**config.mk**
```make
export PLATFORM = sky130hd
export DESIGN_NAME = fbs_status_indicator
export DESIGN_NICKNAME = d
export VERILOG_FILES = /design/src/core/fbs_pkg.sv /design/src/core/fbs_word_if.sv /design/src/core/fbs_dwell_timer.sv /design/src/core/fbs_host_writer.sv /design/src/core/fbs_status_indicator.sv
export SDC_FILE = /design/constraint.sdc
export NUM_CORES = 1
export LEC_CHECK = 0
export ABC_AREA = 0
export ABC_CLOCK_PERIOD_IN_PS = 4900
export BUFFER_PORTS_ARGS = -buffer_cell sky130_fd_sc_hd__buf_2
export CAP_MARGIN = 0
export CELL_PAD_IN_SITES_DETAIL_PLACEMENT = 1
export CELL_PAD_IN_SITES_GLOBAL_PLACEMENT = 2
export CORE_ASPECT_RATIO = 0.6
export CORE_MARGIN = 3
export CORE_UTILIZATION = 28
export CTS_CLUSTER_DIAMETER = 50
export DETAILED_ROUTE_END_ITERATION = 8
export PLACE_DENSITY_LB_ADDON = 0.12
export SYNTH_ARGS = -nofsm -noshare
export SYNTH_HDL_FRONTEND = slang
export SYNTH_SLANG_ARGS = --single-unit
```
**constraint.sdc**
```tcl
create_clock -name i_clk -period 4.9 [get_ports i_clk]
set_input_delay 0.98 -clock i_clk [delete_from_list [all_inputs] [get_ports i_clk]]
set_output_delay 0.98 -clock i_clk [all_outputs]
set_load 0.05 [all_outputs]
```
**src/core/fbs_pkg.sv**
```systemverilog
/*
 * Shared constants for the fieldbus slave status indicator: codes,
 * address limits, status word layout and dwell timing.
 * Assumes a 250 MHz core clock.
 */
package fbs_pkg;
    // ---------------------------------------------------------------
    // Display and status codes
    // ---------------------------------------------------------------
    localparam logic [7:0] CODE_NONE                 = 8'h00;
    localparam logic [7:0] CODE_HOST_STOP            = 8'h80;
    localparam logic [7:0] CODE_INIT                 = 8'hc0;
    localparam logic [7:0] CODE_ADDRESS_OUT_OF_RANGE = 8'hf0;
    localparam logic [7:0] CODE_INTERNAL_HW_FAULT    = 8'hf1;
    localparam logic [7:0] CODE_PARAMETER_FAULT      = 8'hf2;
    localparam logic [7:0] CODE_CONFIGURATION_FAULT  = 8'hf3;
    localparam logic [7:0] CODE_IO_DETECT_FAULT      = 8'hf4;
    localparam logic [7:0] CODE_FACTORY_TEST         = 8'hf5;
    localparam logic [7:0] CODE_NOT_ON_NETWORK       = 8'hf6;

    // ---------------------------------------------------------------
    // Node address range and status word layout
    // ---------------------------------------------------------------
    localparam logic [7:0] ADDR_MIN        = 8'h01;
    localparam logic [7:0] ADDR_MAX        = 8'h7d;
    localparam int         STAT_HI_LSB     = 8;
    localparam logic [7:0] STAT_HI_RUN     = 8'h00;
    localparam logic [7:0] STAT_LO_NORMAL  = 8'h00;
    localparam logic [15:0] STAT_RESET     = 16'h0000;
    localparam int         REG_NUM_W       = 16;

    // ---------------------------------------------------------------
    // Dwell timing
    // ---------------------------------------------------------------
    localparam int CLK_KHZ      = 250000;
    localparam int DWELL_MS     = 1000;
    localparam int DWELL_CYCLES = DWELL_MS * CLK_KHZ;

    // Display sequence position, Gray along addr -> second -> third
    typedef enum logic [1:0] {
        SLOT_ADDR   = 2'b00,
        SLOT_SECOND = 2'b01,
        SLOT_THIRD  = 2'b11
    } fbs_slot_t;

    // Valid node address test, used by core and checks
    function automatic logic fbs_addr_ok(input logic [7:0] a);
        return (a >= ADDR_MIN) && (a <= ADDR_MAX);
    endfunction
endpackage

```
**src/core/fbs_word_if.sv**
```systemverilog
/*
 * Carrier for the status word from the indicator core to the
 * host writer. Assumes both ends share i_clk.
 */
`timescale 1ns/1ps
`default_nettype none
interface fbs_word_if;
    logic [15:0] word;    // Current status word
    logic        valid;   // Word meaningful (address captured)
    modport src (output word, output valid);
    modport dst (input word, input valid);
endinterface
`default_nettype wire

```
**src/core/fbs_dwell_timer.sv**
```systemverilog
/*
 * Free-running dwell timer: one-cycle tick every CYCLES clocks,
 * restarted by i_restart. Assumes synchronous active-high reset.
 */
`timescale 1ns/1ps
`default_nettype none
module fbs_dwell_timer #(
    parameter int CYCLES = 250000000
) (
    input  wire logic i_clk,      // Core clock
    input  wire logic i_rst,      // Sync reset
    input  wire logic i_restart,  // Start a fresh dwell
    output logic      o_tick      // End of dwell pulse
);
    localparam int W = $clog2(CYCLES + 1);
    localparam logic [W-1:0] LAST = W'(CYCLES - 1);
    logic [W-1:0] count;

    // Dwell counter, wraps at the last cycle
    always_ff @(posedge i_clk) begin
        if (i_rst || i_restart || count == LAST) begin
            count <= '0;
        end else begin
            count <= count + 1'b1;
        end
    end

    assign o_tick = (count == LAST) && !i_restart;
endmodule
`default_nettype wire

```
**src/core/fbs_host_writer.sv**
```systemverilog
/*
 * Writes the status word into the configured host data register
 * whenever it changes. Assumes the host accepts one write a cycle.
 */
`timescale 1ns/1ps
`default_nettype none
module fbs_host_writer
    import fbs_pkg::*;
(
    input  wire logic                 i_clk,         // Core clock
    input  wire logic                 i_rst,         // Sync reset
    fbs_word_if.dst                   stat,          // Status word in
    input  wire logic                 i_reg_is_data, // Target is data type
    input  wire logic [REG_NUM_W-1:0] i_reg_num,     // Target register number
    output logic                      o_wr,          // Write strobe
    output logic [REG_NUM_W-1:0]      o_wr_num,      // Register number
    output logic [15:0]               o_wr_data,     // Written word
    output logic                      o_type_bad     // Target not data type
);
    logic [15:0] last;
    logic        sent;

    // Write on first valid word and on every change; never to
    // a non-data register, so a bad target simply stays silent
    always_ff @(posedge i_clk) begin
        if (i_rst) begin
            o_wr      <= 1'b0;
            o_wr_num  <= '0;
            o_wr_data <= STAT_RESET;
            last      <= STAT_RESET;
            sent      <= 1'b0;
        end else begin
            o_wr <= 1'b0;
            if (stat.valid && i_reg_is_data && (!sent || stat.word != last)) begin
                o_wr      <= 1'b1;
                o_wr_num  <= i_reg_num;
                o_wr_data <= stat.word;
                last      <= stat.word;
                sent      <= 1'b1;
            end
        end
    end

    // Configuration error flag for software visibility
    always_ff @(posedge i_clk) begin
        if (i_rst) begin
            o_type_bad <= 1'b0;
        end else begin
            o_type_bad <= !i_reg_is_data;
        end
    end
endmodule
`default_nettype wire

```
**src/core/fbs_status_indicator.sv**
```systemverilog
/*
 * Fieldbus slave status indicator: run and link lamps, two-digit
 * hex display sequencing and the host status word.
 * Assumes all inputs synchronous to i_clk; reset marks power-up.
 */
// Functional notes
// - Run lamp green while host runs, off while host stopped.
// - Link lamp green when master traffic normal, red when not connected.
// - Normal display shows node address in range 01 to 7d hex.
// - Code 80 signals host stop.
// - Code f0 when node address outside 1 to 125.
// - Code f1 for internal hardware fault, f4 for I/O detect fault.
// - Code f2 for rejected parameters, f3 for rejected configuration.
// - Code f5 when factory test mode entered.
// - Code f6 when off network or not configured at this address.
// - Normal and running: display shows address only.
// - Normal and stopped: address alternates with 80.
// - Init or error and running: address, init code, error code.
// - Init or error and stopped: address, init code, 80.
// - Status high byte 00 when running, 80 when stopped.
// - Status low byte 00 when normal, else active fault code.
// - Status written only into configured host data register.
// - Addresses 01 to 7d valid; 00 and 7e to ff invalid.
// - Address switches sampled once after power-up only.
`timescale 1ns/1ps
`default_nettype none
module fbs_status_indicator
    import fbs_pkg::*;
#(
    parameter int DWELL = DWELL_CYCLES
) (
    input  wire logic                 i_clk,          // 250 MHz clock
    input  wire logic                 i_rst,          // Sync reset, power-up
    input  wire logic                 i_host_run,     // Host in run state
    input  wire logic                 i_link_ok,      // Master exchange normal
    input  wire logic                 i_net_attached, // Attached to network
    input  wire logic                 i_slave_cfg_ok, // Master set us up here
    input  wire logic                 i_init_busy,    // Module initializing
    input  wire logic                 i_hw_fault,     // Internal hardware fault
    input  wire logic                 i_io_fault,     // I/O detect fault
    input  wire logic                 i_factory_test, // Factory test mode
    input  wire logic                 i_param_reject, // Parameters rejected
    input  wire logic                 i_param_accept, // Parameters accepted
    input  wire logic                 i_cfg_reject,   // Configuration rejected
    input  wire logic                 i_cfg_accept,   // Configuration accepted
    input  wire logic [7:0]           i_addr_sw,      // Node address switches
    input  wire logic                 i_reg_is_data,  // Target is data type
    input  wire logic [REG_NUM_W-1:0] i_reg_num,      // Target register number
    output logic                      o_host_run_indicator,  // Run lamp green
    output logic                      o_link_indicator_green, // Link green
    output logic                      o_link_indicator_red,   // Link red
    output logic [7:0]                o_disp_code,    // Two hex digits
    output logic [15:0]               o_status_word,  // Status word copy
    output logic                      o_host_wr,      // Host write strobe
    output logic [REG_NUM_W-1:0]      o_host_wr_num,  // Host register number
    output logic [15:0]               o_host_wr_data, // Host write data
    output logic                      o_reg_type_bad  // Target not data type
);
    // ---------------------------------------------------------------
    // Declarations
    // ---------------------------------------------------------------
    logic [7:0] node_addr;
    logic       addr_taken;
    logic       param_bad;
    logic       cfg_bad;
    logic [7:0] fault_code;
    logic [7:0] next_fault_code;
    logic       busy_mode;
    fbs_slot_t  slot;
    fbs_slot_t  next_slot;
    logic [7:0] next_disp;
    logic       tick;
    logic       mode_chg;
    logic [1:0] mode;
    logic [1:0] mode_q;
    logic [1:0] warm;

    fbs_word_if stat ();

    // ---------------------------------------------------------------
    // Address capture
    // ---------------------------------------------------------------
    // Switches read once after reset; later changes need a power cycle
    always_ff @(posedge i_clk) begin
        if (i_rst) begin
            node_addr  <= 8'h00;
            addr_taken <= 1'b0;
        end else if (!addr_taken) begin
            node_addr  <= i_addr_sw;
            addr_taken <= 1'b1;
        end
    end

    // ---------------------------------------------------------------
    // Sticky master rejections
    // ---------------------------------------------------------------
    // A reject in the cycle of an accept wins, so it is never lost
    always_ff @(posedge i_clk) begin
        if (i_rst) begin
            param_bad <= 1'b0;
        end else if (i_param_reject) begin
            param_bad <= 1'b1;
        end else if (i_param_accept) begin
            param_bad <= 1'b0;
        end
    end

    always_ff @(posedge i_clk) begin
        if (i_rst) begin
            cfg_bad <= 1'b0;
        end else if (i_cfg_reject) begin
            cfg_bad <= 1'b1;
        end else if (i_cfg_accept) begin
            cfg_bad <= 1'b0;
        end
    end

    // ---------------------------------------------------------------
    // Fault selection
    // ---------------------------------------------------------------
    // Priority: address, factory test, hardware, I/O, params, config,
    // network; a bad address masks every other fault code
    always_comb begin
        if (!fbs_addr_ok(node_addr)) begin
            next_fault_code = CODE_ADDRESS_OUT_OF_RANGE;
        end else if (i_factory_test) begin
            next_fault_code = CODE_FACTORY_TEST;
        end else if (i_hw_fault) begin
            next_fault_code = CODE_INTERNAL_HW_FAULT;
        end else if (i_io_fault) begin
            next_fault_code = CODE_IO_DETECT_FAULT;
        end else if (param_bad) begin
            next_fault_code = CODE_PARAMETER_FAULT;
        end else if (cfg_bad) begin
            next_fault_code = CODE_CONFIGURATION_FAULT;
        end else if (!i_net_attached || !i_slave_cfg_ok) begin
            next_fault_code = CODE_NOT_ON_NETWORK;
        end else begin
            next_fault_code = CODE_NONE;
        end
    end

    always_ff @(posedge i_clk) begin
        if (i_rst) begin
            fault_code <= CODE_NONE;
        end else if (addr_taken) begin
            fault_code <= next_fault_code;
        end
    end

    // ---------------------------------------------------------------
    // Lamps
    // ---------------------------------------------------------------
    // Link colours are exclusive so the lamp never shows amber
    always_ff @(posedge i_clk) begin
        if (i_rst) begin
            o_host_run_indicator   <= 1'b0;
            o_link_indicator_green <= 1'b0;
            o_link_indicator_red   <= 1'b0;
        end else begin
            o_host_run_indicator   <= i_host_run;
            o_link_indicator_green <= i_link_ok;
            o_link_indicator_red   <= !i_link_ok;
        end
    end

    // ---------------------------------------------------------------
    // Display sequencing
    // ---------------------------------------------------------------
    assign busy_mode = i_init_busy || (fault_code != CODE_NONE);
    assign mode      = {busy_mode, i_host_run};
    assign mode_chg  = (mode != mode_q);

    // Mode memory so a mode change restarts the sequence cleanly
    always_ff @(posedge i_clk) begin
        if (i_rst) begin
            mode_q <= 2'b01;
        end else begin
            mode_q <= mode;
        end
    end

    fbs_dwell_timer #(
        .CYCLES   (DWELL)
    ) u_dwell (
        .i_clk    (i_clk),
        .i_rst    (i_rst),
        .i_restart(mode_chg),
        .o_tick   (tick)
    );

    // Slot walk: address only when normal and running
    always_comb begin
        next_slot = slot;
        if (mode_chg || (!busy_mode && i_host_run)) begin
            next_slot = SLOT_ADDR;
        end else if (tick) begin
            unique case (slot)
                SLOT_ADDR:   next_slot = SLOT_SECOND;
                SLOT_SECOND: next_slot = busy_mode ? SLOT_THIRD : SLOT_ADDR;
                SLOT_THIRD:  next_slot = SLOT_ADDR;
                default:     next_slot = SLOT_ADDR;
            endcase
        end
    end

    always_ff @(posedge i_clk) begin
        if (i_rst) begin
            slot <= SLOT_ADDR;
        end else begin
            slot <= next_slot;
        end
    end

    // Value shown for each slot
    always_comb begin
        unique case (slot)
            SLOT_ADDR:   next_disp = node_addr;
            SLOT_SECOND: next_disp = busy_mode ? CODE_INIT : CODE_HOST_STOP;
            SLOT_THIRD:  next_disp = i_host_run ? fault_code : CODE_HOST_STOP;
            default:     next_disp = node_addr;
        endcase
    end

    always_ff @(posedge i_clk) begin
        if (i_rst) begin
            o_disp_code <= 8'h00;
        end else begin
            o_disp_code <= next_disp;
        end
    end

    // ---------------------------------------------------------------
    // Status word
    // ---------------------------------------------------------------
    always_ff @(posedge i_clk) begin
        if (i_rst) begin
            o_status_word <= STAT_RESET;
        end else begin
            o_status_word[15:STAT_HI_LSB] <= i_host_run ? STAT_HI_RUN
                                                        : CODE_HOST_STOP;
            o_status_word[STAT_HI_LSB-1:0] <= (fault_code == CODE_NONE)
                ? STAT_LO_NORMAL : fault_code;
        end
    end

    // Writes held back two cycles after capture until the fault code
    // has reached the word, so the host never sees a false normal byte
    always_ff @(posedge i_clk) begin
        if (i_rst) begin
            warm <= 2'b00;
        end else begin
            warm <= {warm[0], addr_taken};
        end
    end

    assign stat.word  = o_status_word;
    assign stat.valid = warm[1];

    fbs_host_writer u_writer (
        .i_clk        (i_clk),
        .i_rst        (i_rst),
        .stat         (stat),
        .i_reg_is_data(i_reg_is_data),
        .i_reg_num    (i_reg_num),
        .o_wr         (o_host_wr),
        .o_wr_num     (o_host_wr_num),
        .o_wr_data    (o_host_wr_data),
        .o_type_bad   (o_reg_type_bad)
    );
endmodule
`default_nettype wire

```
# Yosys cells after proc, flatten, opt, wreduce, memory -nomap -nowiden
# Cells that the tools add are included.
[word_totals] elab_cells=72 output_inout_bits=61 inputBits=39 reg_bits=115
[op_classes] n_mux=19 n_reduce_logical=25 eq_ne=5 add_sub_neg=1 order_cmp=2
[ops] cell="8-bit 2-to-1 mux" count=9
[ops] cell="28-bit by 1-bit adder with 28-bit output, second input constant" count=1
[ops] cell="28-bit == test, second input constant" count=1
[ops] cell="16-bit inequality test" count=1
[ops] cell="8-bit case mux with 2 select lines" count=1
[ops] cell="8-bit by 1-bit greater-or-equal comparator with 1-bit output, second input constant" count=1
[ops] cell="8-bit by 7-bit less-or-equal comparator with 1-bit output, second input constant" count=1
[ops] cell="8-bit logical NOT" count=1
[ops] cell="8-bit nonzero test" count=1
[ops] cell="1-bit logical NOT" count=7
[ops] cell="7-bit 2-to-1 mux" count=1
[ops] cell="1-bit logical OR" count=6
[ops] cell="1-bit 2-to-1 mux" count=6
[ops] cell="1-bit logical AND" count=5
[ops] cell="2-bit case mux with 2 select lines" count=1
[ops] cell="2-bit nonzero test" count=2
[ops] cell="2-bit OR reduction" count=2
[ops] cell="2-bit by 1-bit == test with 1-bit output, second input constant" count=1
[ops] cell="2-bit == test, second input constant" count=1
[ops] cell="2-bit logical NOT" count=1
[ops] cell="2-bit 2-to-1 mux" count=1
[ops] cell="2-bit inequality test" count=1

# Logic depth before layout (Yosys ltp)
# Gate-level depths: netlist of the first run.
[depth] depth_word=9 ltp_mapped=6 mapped_depth_nobuf=6

# By module
# A second synthesis of the first run with hierarchy kept.
[hier_totals] cells_unflattened=559 area_unflattened_um2=5022.3
[by_module_without_submodules] mod="fbs_host_writer" seq_area_each_um2=700.7 instances=1 area_each_um2=2074.5 cells_each=247
[by_module_without_submodules] mod="fbs_dwell_timer" seq_area_each_um2=560.5 instances=1 area_each_um2=1501.4 cells_each=157
[by_module_without_submodules] mod="fbs_status_indicator" seq_area_each_um2=740.7 instances=1 area_each_um2=1446.4 cells_each=155

# Worst setup path after synthesis of the first run
# Ideal clock, no wire load.
[synth_path] kind="input -> register" start="in i_init_busy" end="reg u_dwell.count[12]" stages=6 arrival_ns=2.558 setup_slack_ns=2.279 path_cell_list="or4_4 -> or4b_4 -> a21o_1 -> o21bai_4 -> buf_6 -> nor2_2"
[synth_via] elab_chain_cells=4
[synth_lines] element="start, declared" line="fbs_status_indicator.sv:38" source="input wire logic i_init_busy,"
[synth_lines] element="1-bit logical OR" line="fbs_status_indicator.sv:170" source="assign busy_mode = i_init_busy || (fault_code != CODE_NONE);"
[synth_lines] element="2-bit inequality test" line="fbs_status_indicator.sv:172" source="assign mode_chg = (mode != mode_q);"
[synth_lines] element="1-bit logical OR (2 in series)" line="fbs_dwell_timer.sv:21" source="if (i_rst || i_restart || count == LAST) begin"
[synth_lines] element="end signal, assigned" line="fbs_dwell_timer.sv:24" source="count <= count + 1'b1;"
[synth_lines] element="end, declared" line="fbs_dwell_timer.sv:17" source="logic [W-1:0] count;"
# No other way between the ends.
# A chain may end at the register's enable or synchronous reset.

# Final worst setup path of the first run
[layout_path] start="in i_init_busy" end="reg u_dwell.count[26]"
# Same word-level chain as after synthesis.

==> results.md, run 1 <==
| Item | Value |
| --- | --- |
| Outcome | finished clean |
| TritonCTS clock tree | yes |
| Clock Skew | 0.00690 ns |
| WL/cell | 14.8 um |
| Crit path max-delay family | simple AND/OR/NAND/NOR gates |
| Combinational family with the most area after synthesis | simple AND/OR/NAND/NOR gates |
| Number of unique standard cell types used by synthesis | 45 |
| Switching part of the total power | 0.265 |
| Y dimension of the die | 95.2 um |
| Ordered list of cells on the worst path | buf_2 -> or4_4 -> or4b_4 -> a21o_1 -> o21bai_4 -> nor2_1 |
| Post-synthesis adder-cell area fraction | 0.00337 |
| Clock sink count | 89 |
| Data required time at the worst endpoint | 5.16 ns |
| Ports | 100 |
| Core utilization of the finished layout | 0.354 |
| Static leakage power | 1.94 nW |
| Number of flip-flops and latches in the synthesized netlist | 89 |
| Proportion of layout cells with a drive suffix above 1 | 0.244 |
| Worst setup path class | in2reg |
| Crit share post-route | 0.525 |
| Worst-skew pair later-pin latency | 0.34 ns |
| Critical path buffers and inverters | 1 |
| Antenna violations before repair | 0 |
| Internal power contribution | 1.14 mW |
| Sum of routed wire length over all layers | 9410 um |
| Average footprint of a synthesized cell | 9.37 um^2 |
| Max IR drop VDD | 0.169 mV |
| Number of gates given a new drive strength after cts | 0 |
| First-pass GRT wire length | 14900 um |
| Final critical path time including I/O delays and setup | 2.57 ns |
| Xor/xnor cell area share of the yosys netlist | 0.0779 |
| Rows | 31 |
| Pin count of the biggest net entering global routing | 61 |
| Initial Utilization | 0.297 |
| Net count reported at finish | 508 |
| Fin Hold WS | 0.459 ns |
| Register area share after synthesis | 0.480 |
| Launching instance or port of the critical path | i_init_busy |
| Clock buffers created by TritonCTS | 9 |
| Number of pins with negative max-slew slack in the final report | 0 |
| CTS clk-pin slew, worst paths | 0.06 ns |
| Share of the synthesized area in the top cell type | 0.480 |
| Leading cell types by total area after synthesis | sky130_fd_sc_hd__dfxtp_1 48%, sky130_fd_sc_hd__mux2i_1 8.4%, sky130_fd_sc_hd__nor2_1 6.6%, sky130_fd_sc_hd__xor2_1 5.4%, sky130_fd_sc_hd__buf_4 4.5% |
| Root Driver | sky130_fd_sc_hd__clkbuf_16 |
| CTS HTree Levels | 3 |
| Slew Limit Headroom | 0.316 |
| Die extent in x | 155 um |
| Most common library cell in the layout ignoring fill and taps | sky130_fd_sc_hd__dfxtp_1 |
| Ratio of total power to cell area | 351 mW/mm^2 |
| Proportion of power drawn by the clock network | 0.411 |
| Mapped Area | 0.00371 mm^2 |
| Number of hold-repair buffers added at the cts stage | 0 |
| Most used cells in the layout excluding fill and tap cells | 89 x sky130_fd_sc_hd__dfxtp_1, 83 x sky130_fd_sc_hd__buf_2, 65 x sky130_fd_sc_hd__nor2_1, 31 x sky130_fd_sc_hd__mux2i_1, 23 x sky130_fd_sc_hd__xor2_1 |
| Floorplan die area | 0.0147 mm^2 |
| Final setup violation count | 0 |
| Hold/Removal Path Class | reg2reg |
| Delay of the slowest cell on the worst path | 0.51 ns |
| Max Freq | 389 MHz |
| End of the worst register-to-register path | u_dwell.count[26] |
| Switching power | 0.412 mW |
| Post-CTS setup buffers | 0 |
| Area share of and/or/nand/nor cells after synthesis | 0.231 |
| Master of the slowest instance on the critical path | sky130_fd_sc_hd__or4b_4 |
| Length in cells of the worst reg-to-reg path | 5 |
| Final Hold Violating Endpoints | 0 |
| Mux contribution to synthesized area | 0.0836 |
| Total grt overflow | 0 |
| Global-route usage over all layers | 0.128 |
| Maxcap violations | 0 |
| Number of synthesis warnings | 0 |
| Unrepaired setup endpoints after global routing | no |
| Power share of the sequential group | 0.490 |
| Yosys top cell by area | sky130_fd_sc_hd__dfxtp_1 |
| Sort of element at the end of the critical path | register |
| DR pass1 iterations | 4 |
| Number of instances in the synthesized netlist | 396 |
| Number of global-route vias before repair | 2841 |
| Drc violations | 0 |
| Logic pwr share | 0.100 |
| Residual antenna-violating net count after detailed routing | 0 |
| Maximum root-to-sink buffer count | 2 |
| Floorplan core area | 0.0125 mm^2 |
| Via-per-instance ratio | 4.51 |
| Startpoint Class | input pin |
| CP endpoint | u_dwell.count[26] |
| DP HPWL | 6850 um |
| CP Data Arrival Time | 2.84 ns |
| Slew at the pin with the worst max-slew slack | 1.02 ns |
| CP max FO | 24 |
| Number of enable flip-flop cells after synthesis | 0 |
| Post-Route Setup TNS | 0 ns |
| Via count | 2874 |
| Area growth from synthesis to layout | 19.3% |
| Proportion of synthesized flip-flops having asynchronous set or reset | 0 |
| Compound-gate portion of the synthesized area | 0.0479 |
| Commonest register cell after synthesis | sky130_fd_sc_hd__dfxtp_1 |
| DRT iter0 DRCs | 123 |
| Start of the worst register-to-register path | u_dwell.count[0] |
| Port Buffer Count | 83 |
| # diodes | 0 |
| WP depth | 6 |
| Gp weighted congestion | 0.725 |
| Worst reg2reg setup slack | 2.49 ns |
[cells in the mapped netlist, types with 4 or more instances]
library cell               instances
sky130_fd_sc_hd__nor2_1           65
sky130_fd_sc_hd__nand3_1          15
sky130_fd_sc_hd__nor2_2           10
sky130_fd_sc_hd__nand2b_1          7
sky130_fd_sc_hd__a21oi_1          13
sky130_fd_sc_hd__xnor2_1          10
sky130_fd_sc_hd__clkbuf_1         10
sky130_fd_sc_hd__nand2_1          15
sky130_fd_sc_hd__nor4_1            4
sky130_fd_sc_hd__mux2i_1          31
sky130_fd_sc_hd__dfxtp_1          89
sky130_fd_sc_hd__nor2b_1           7
sky130_fd_sc_hd__nor3_1            9
sky130_fd_sc_hd__xor2_1           23
sky130_fd_sc_hd__buf_4            22
sky130_fd_sc_hd__inv_1            10
sky130_fd_sc_hd__nand4_1          17
[per-stage QoR]
step                      total power, mW  setup slack, ns  instances  area [um^2]
after floorplan                     0.905             2.28        411         3770
after global placement              0.932             2.04        622         4150
after detailed placement            0.934             1.97        622         4150
after CTS                            1.58             2.31        637         4430
after global routing                 1.63             2.25        637         4430
final                                1.55             2.33        637         4430
[logic make-up (layout without fill, tap and decap cells)]
| logic type | count (synthesis) | in the layout |
|---|---|---|
| compound gates | 26 | 26 |
| xor+xnor | 33 | 33 |
| fa+ha+maj | 1 | 1 |
| buf+inv | 48 | 109 |
| flops | 89 | 89 |
| mux | 31 | 31 |
| other cells | 1 | 16 |
| simple gates | 167 | 167 |
[worst min path at each step]
| stage | depth (start not counted) | startpoint | end | slack [ns] |
|---|---|---|---|---|
| 2_1_floorplan | 1 | warm[0] | warm[1] | 0.41 |
| 3_3_place_gp | 1 | warm[0] | warm[1] | 0.43 |
| 3_5_place_dp | 1 | warm[0] | warm[1] | 0.45 |
| 4_1_cts | 1 | warm[0] | warm[1] | 0.46 |
| 5_1_grt | 1 | warm[0] | warm[1] | 0.46 |
| 6_report | 1 | warm[0] | warm[1] | 0.46 |
[sequential cells by signal, indices dropped and copies added (netlist names), 2 cells and up]
name                flops
u_dwell.count          28
slot                    2
mode_q                  2
o_status_word           5
u_writer.o_wr_num      16
warm                    2
o_disp_code             8
node_addr               8
u_writer.o_wr_data      5
fault_code              4
[final cells by class]
class / instances / area (um^2)
Tap cell: 165 / 206
Clock inverter: 4 / 30.0
Timing Repair Buffer: 84 / 423
Clock buffer: 11 / 243
Multi-Input combinational cell: 274 / 1710
Sequential cell: 89 / 1780
Inverter: 10 / 37.5
Fill cell: 1484 / 8060
[power by group through the flow]
stage	combinational [mW]	sequential, mW	clock, mW
detailed placement	0.157	0.778	0
floorplan	0.101	0.804	0
CTS	0.157	0.762	0.661
global placement	0.155	0.777	0
finish	0.155	0.761	0.638
global route	0.168	0.764	0.696
[per-layer routing]
layer | up-vias | global-route usage | share of wire
met5 | - | 0 | 0
met4 | 0 | 0.0375 | 0.0074
met3 | 7 | 0.0349 | 0.046
met2 | 67 | 0.177 | 0.39
met1 | 1363 | 0.191 | 0.55
li1 | 1437 | - | -
(Power assumes the default switching activity.)
==> inputs of run 2 (changes only) <==
--- a/config.mk
+++ b/config.mk
@@ -6,7 +6,7 @@
 export NUM_CORES = 1
 export LEC_CHECK = 0
 export ABC_AREA = 0
-export ABC_CLOCK_PERIOD_IN_PS = 4900
+export ABC_CLOCK_PERIOD_IN_PS = 2200
 export BUFFER_PORTS_ARGS = -buffer_cell sky130_fd_sc_hd__buf_2
 export CAP_MARGIN = 0
 export CELL_PAD_IN_SITES_DETAIL_PLACEMENT = 1
==> constraint.sdc (replaced) <==
create_clock -name i_clk -period 2.2 [get_ports i_clk]
set_input_delay 0.44 -clock i_clk [delete_from_list [all_inputs] [get_ports i_clk]]
set_output_delay 0.44 -clock i_clk [all_outputs]
set_load 0.05 [all_outputs]
==> run 2 against run 1 <==
- combinational power grew 150%
- setup slack lost 2.2 ns
- largest cell class unchanged
- cell count grew 2.7%
- first-iteration DRC count grew 0.81%
- clock-buffer cell count shrank 1
- non-clock buffer count grew 16
- sequential share of layout area shrank 1.6 points
- routed wire length grew 1.7%
- clock skew grew 0.0017 ns
- largest power group unchanged
==> results.md, run 2 (synthesized netlist as in run 1, its figures left out) <==
| Item | Value | vs previous |
| --- | --- | --- |
| Outcome | finished clean |  |
| Antenna violations before repair | 0 | unchanged |
| Count of fill cells added during filler insertion | 1505 | +1.4% |
| DR pass1 iterations | 4 | unchanged |
| Number of gates given a new drive strength after cts | 0 | unchanged |
| Max Freq | 478 MHz |  |
| DP HPWL | 7110 um | +3.8% |
| Floorplan core area | 0.0125 mm^2 | unchanged |
| Launching instance or port of the critical path | fault_code[1] |  |
| Layout Cell Area excl Fill | 0.00461 mm^2 | +4.1% |
| Global-route usage over all layers | 0.132 | +0.00424 |
| Port Buffer Count | 83 | unchanged |
| Y dimension of the die | 95.2 um | unchanged |
| CP max FO | 14 | -42% |
| TritonCTS clock tree | yes |  |
| Die extent in x | 155 um | unchanged |
| Worst setup path class | reg2reg |  |
| Floorplan die area | 0.0147 mm^2 | unchanged |
| Pin count of the biggest net entering global routing | 41 | -33% |
| Number of pins with negative max-slew slack in the final report | 0 | unchanged |
| Proportion of layout cells with a drive suffix above 1 | 0.270 | +0.0263 |
| Slew at the pin with the worst max-slew slack | 0.672 ns | -0.351 ns |
| Clock buffers created by TritonCTS | 9 | unchanged |
| Max IR drop VDD | 0.313 mV | +85% |
| Most common library cell in the layout ignoring fill and taps | sky130_fd_sc_hd__dfxtp_1 |  |
| Post-CTS setup buffers | 0 | unchanged |
| Static leakage power | 2.03 nW | +4.8% |
| DRT iter0 DRCs | 124 | +0.81% |
| Master of the slowest instance on the critical path | sky130_fd_sc_hd__or4_4 |  |
| Unrepaired setup endpoints after global routing | no |  |
| WL/cell | 14.6 um | -0.96% |
| DP Area | 0.00431 mm^2 | +3.8% |
| Residual antenna-violating net count after detailed routing | 0 | unchanged |
| Total grt overflow | 0 | unchanged |
| Final critical path time including I/O delays and setup | 2.09 ns |  |
| # diodes | 0 | unchanged |
| Number of hold-repair buffers added at the cts stage | 0 | unchanged |
| CTS clk-pin slew, worst paths | 0.06 ns | about the same |
| Maxcap violations | 0 | unchanged |
| Data required time at the worst endpoint | 2.47 ns | -2.69 ns |
| Slew Limit Headroom | 0.546 | +0.230 |
| First-pass GRT wire length | 15300 um | +2.6% |
| Final setup violation count | 0 | unchanged |
| Register containing the most flip-flops in the final layout | u_dwell.count |  |
| Number of flip-flops under the largest register name | 28 | unchanged |
| Clock Skew | 0.00862 ns | +0.00173 ns |
| Worst-skew pair later-pin latency | 0.34 ns | about the same |
| Hold path start | i_link_ok |  |
| Crit share post-route | 0.950 |  |
| Post-Route Setup TNS | 0 ns | unchanged |
| Root Driver | sky130_fd_sc_hd__clkbuf_16 |  |
| Rows | 31 | unchanged |
| Area growth from synthesis to layout | 24.2% |  |
| Number of global-route vias before repair | 2887 | +1.6% |
| Final Hold Violating Endpoints | 0 | unchanged |
| Maximum root-to-sink buffer count | 2 | unchanged |
| Ordered list of cells on the worst path | or4_4 -> or4b_4 -> a21o_1 -> o21bai_4 -> buf_12 -> nor2_1 |  |
| CP Data Arrival Time | 2.36 ns | -0.48 ns |
| Startpoint Class | register |  |
| Start of the worst register-to-register path | fault_code[1] |  |
| Sum of routed wire length over all layers | 9560 um | +1.7% |
| Drc violations | 0 | unchanged |
| Net count reported at finish | 524 | +3.1% |
| Most used cells in the layout excluding fill and tap cells | 89 x sky130_fd_sc_hd__dfxtp_1, 83 x sky130_fd_sc_hd__buf_2, 65 x sky130_fd_sc_hd__nor2_1, 31 x sky130_fd_sc_hd__mux2i_1, 23 x sky130_fd_sc_hd__xor2_1 |  |
| Top Registers | u_dwell.count x28, u_writer.o_wr_num x16 |  |
| Gp weighted congestion | 0.738 | +1.7% |
| Crit path max-delay family | simple AND/OR/NAND/NOR gates |  |
| Hold/Removal Path Class | in2reg |  |
| Clock sink count | 89 | unchanged |
| Ratio of total power to cell area | 777 mW/mm^2 | +120% |
| Ports | 100 | unchanged |
| Critical path buffers and inverters | 1 | unchanged |
| CTS HTree Levels | 3 | unchanged |
| Initial Utilization | 0.297 | unchanged |
| Sort of element at the end of the critical path | register |  |
| Via-per-instance ratio | 4.46 | -1.1% |
| Via count | 2919 | +1.6% |
| Delay of the slowest cell on the worst path | 0.52 ns | about the same |
==> run 2: per-stage QoR <==
| step | worst slack (ns) | hold slack (ns) | utilization | power, mW | std cells |
|---|---|---|---|---|---|
| CTS | 0.0816 | 0.246 | 0.369 | 3.66 | 654 |
| global route | 0.0193 | 0.257 | 0.369 | 3.75 | 654 |
| finish | 0.110 | 0.264 | 0.369 | 3.58 | 654 |
| global placement | 0.0253 | 0.430 | 0.345 | 2.10 | 638 |
| floorplan | 0.109 | 0.414 | - | 2.01 | 411 |
| detailed placement | -0.000147 | 0.444 | 0.345 | 2.11 | 638 |
==> run 2: final timing paths <==
kind	endpoint	slack, ns	cells past startpoint
worst max-delay path	u_dwell.count[24]	0.11	6
worst min-delay path	o_link_indicator_red	0.26	2
worst max register to register	u_dwell.count[24]	0.11	6
worst min register to register	warm[1]	0.45	1
==> run 2: layout make-up <==
cell class,instances,area [um^2],share of cell area
inverters,10,37.5,0.00814
multi-input cells,274,1710,0.370
clock inverters,6,68.8,0.0149
repair buffers,100,581,0.126
flip-flops and latches,89,1780,0.387
well taps,165,206,0.0448
clock buffers,10,229,0.0497
==> run 2: per-layer routing <==
layer / global-route usage / up-vias / part of all wire
li1: - / 1478 / -
met5: 0 / - / 0
met2: 0.169 / 72 / 0.37
met4: 0.0287 / 0 / 0.0067
met1: 0.209 / 1362 / 0.57
met3: 0.0413 / 7 / 0.054
==> run 2: worst register-to-register path, stage by stage (launching register included) <==
cell and delay [ns]:
sky130_fd_sc_hd__dfxtp_1 0.34, sky130_fd_sc_hd__or4_4 0.52, sky130_fd_sc_hd__or4b_4 0.50, sky130_fd_sc_hd__a21o_1 0.20, sky130_fd_sc_hd__o21bai_4 0.19, sky130_fd_sc_hd__buf_12 0.16
sky130_fd_sc_hd__nor2_1 0.11
==> run 2: where the power goes <==
part / leakage, nW / switching, mW / internal (mW) / total (mW)
Sequential: 0.725 / 0.0331 / 1.66 / 1.69
Clock: 0.131 / 0.631 / 0.882 / 1.51
Combinational: 1.18 / 0.260 / 0.120 / 0.380
Total: 2.03 / 0.924 / 2.66 / 3.58
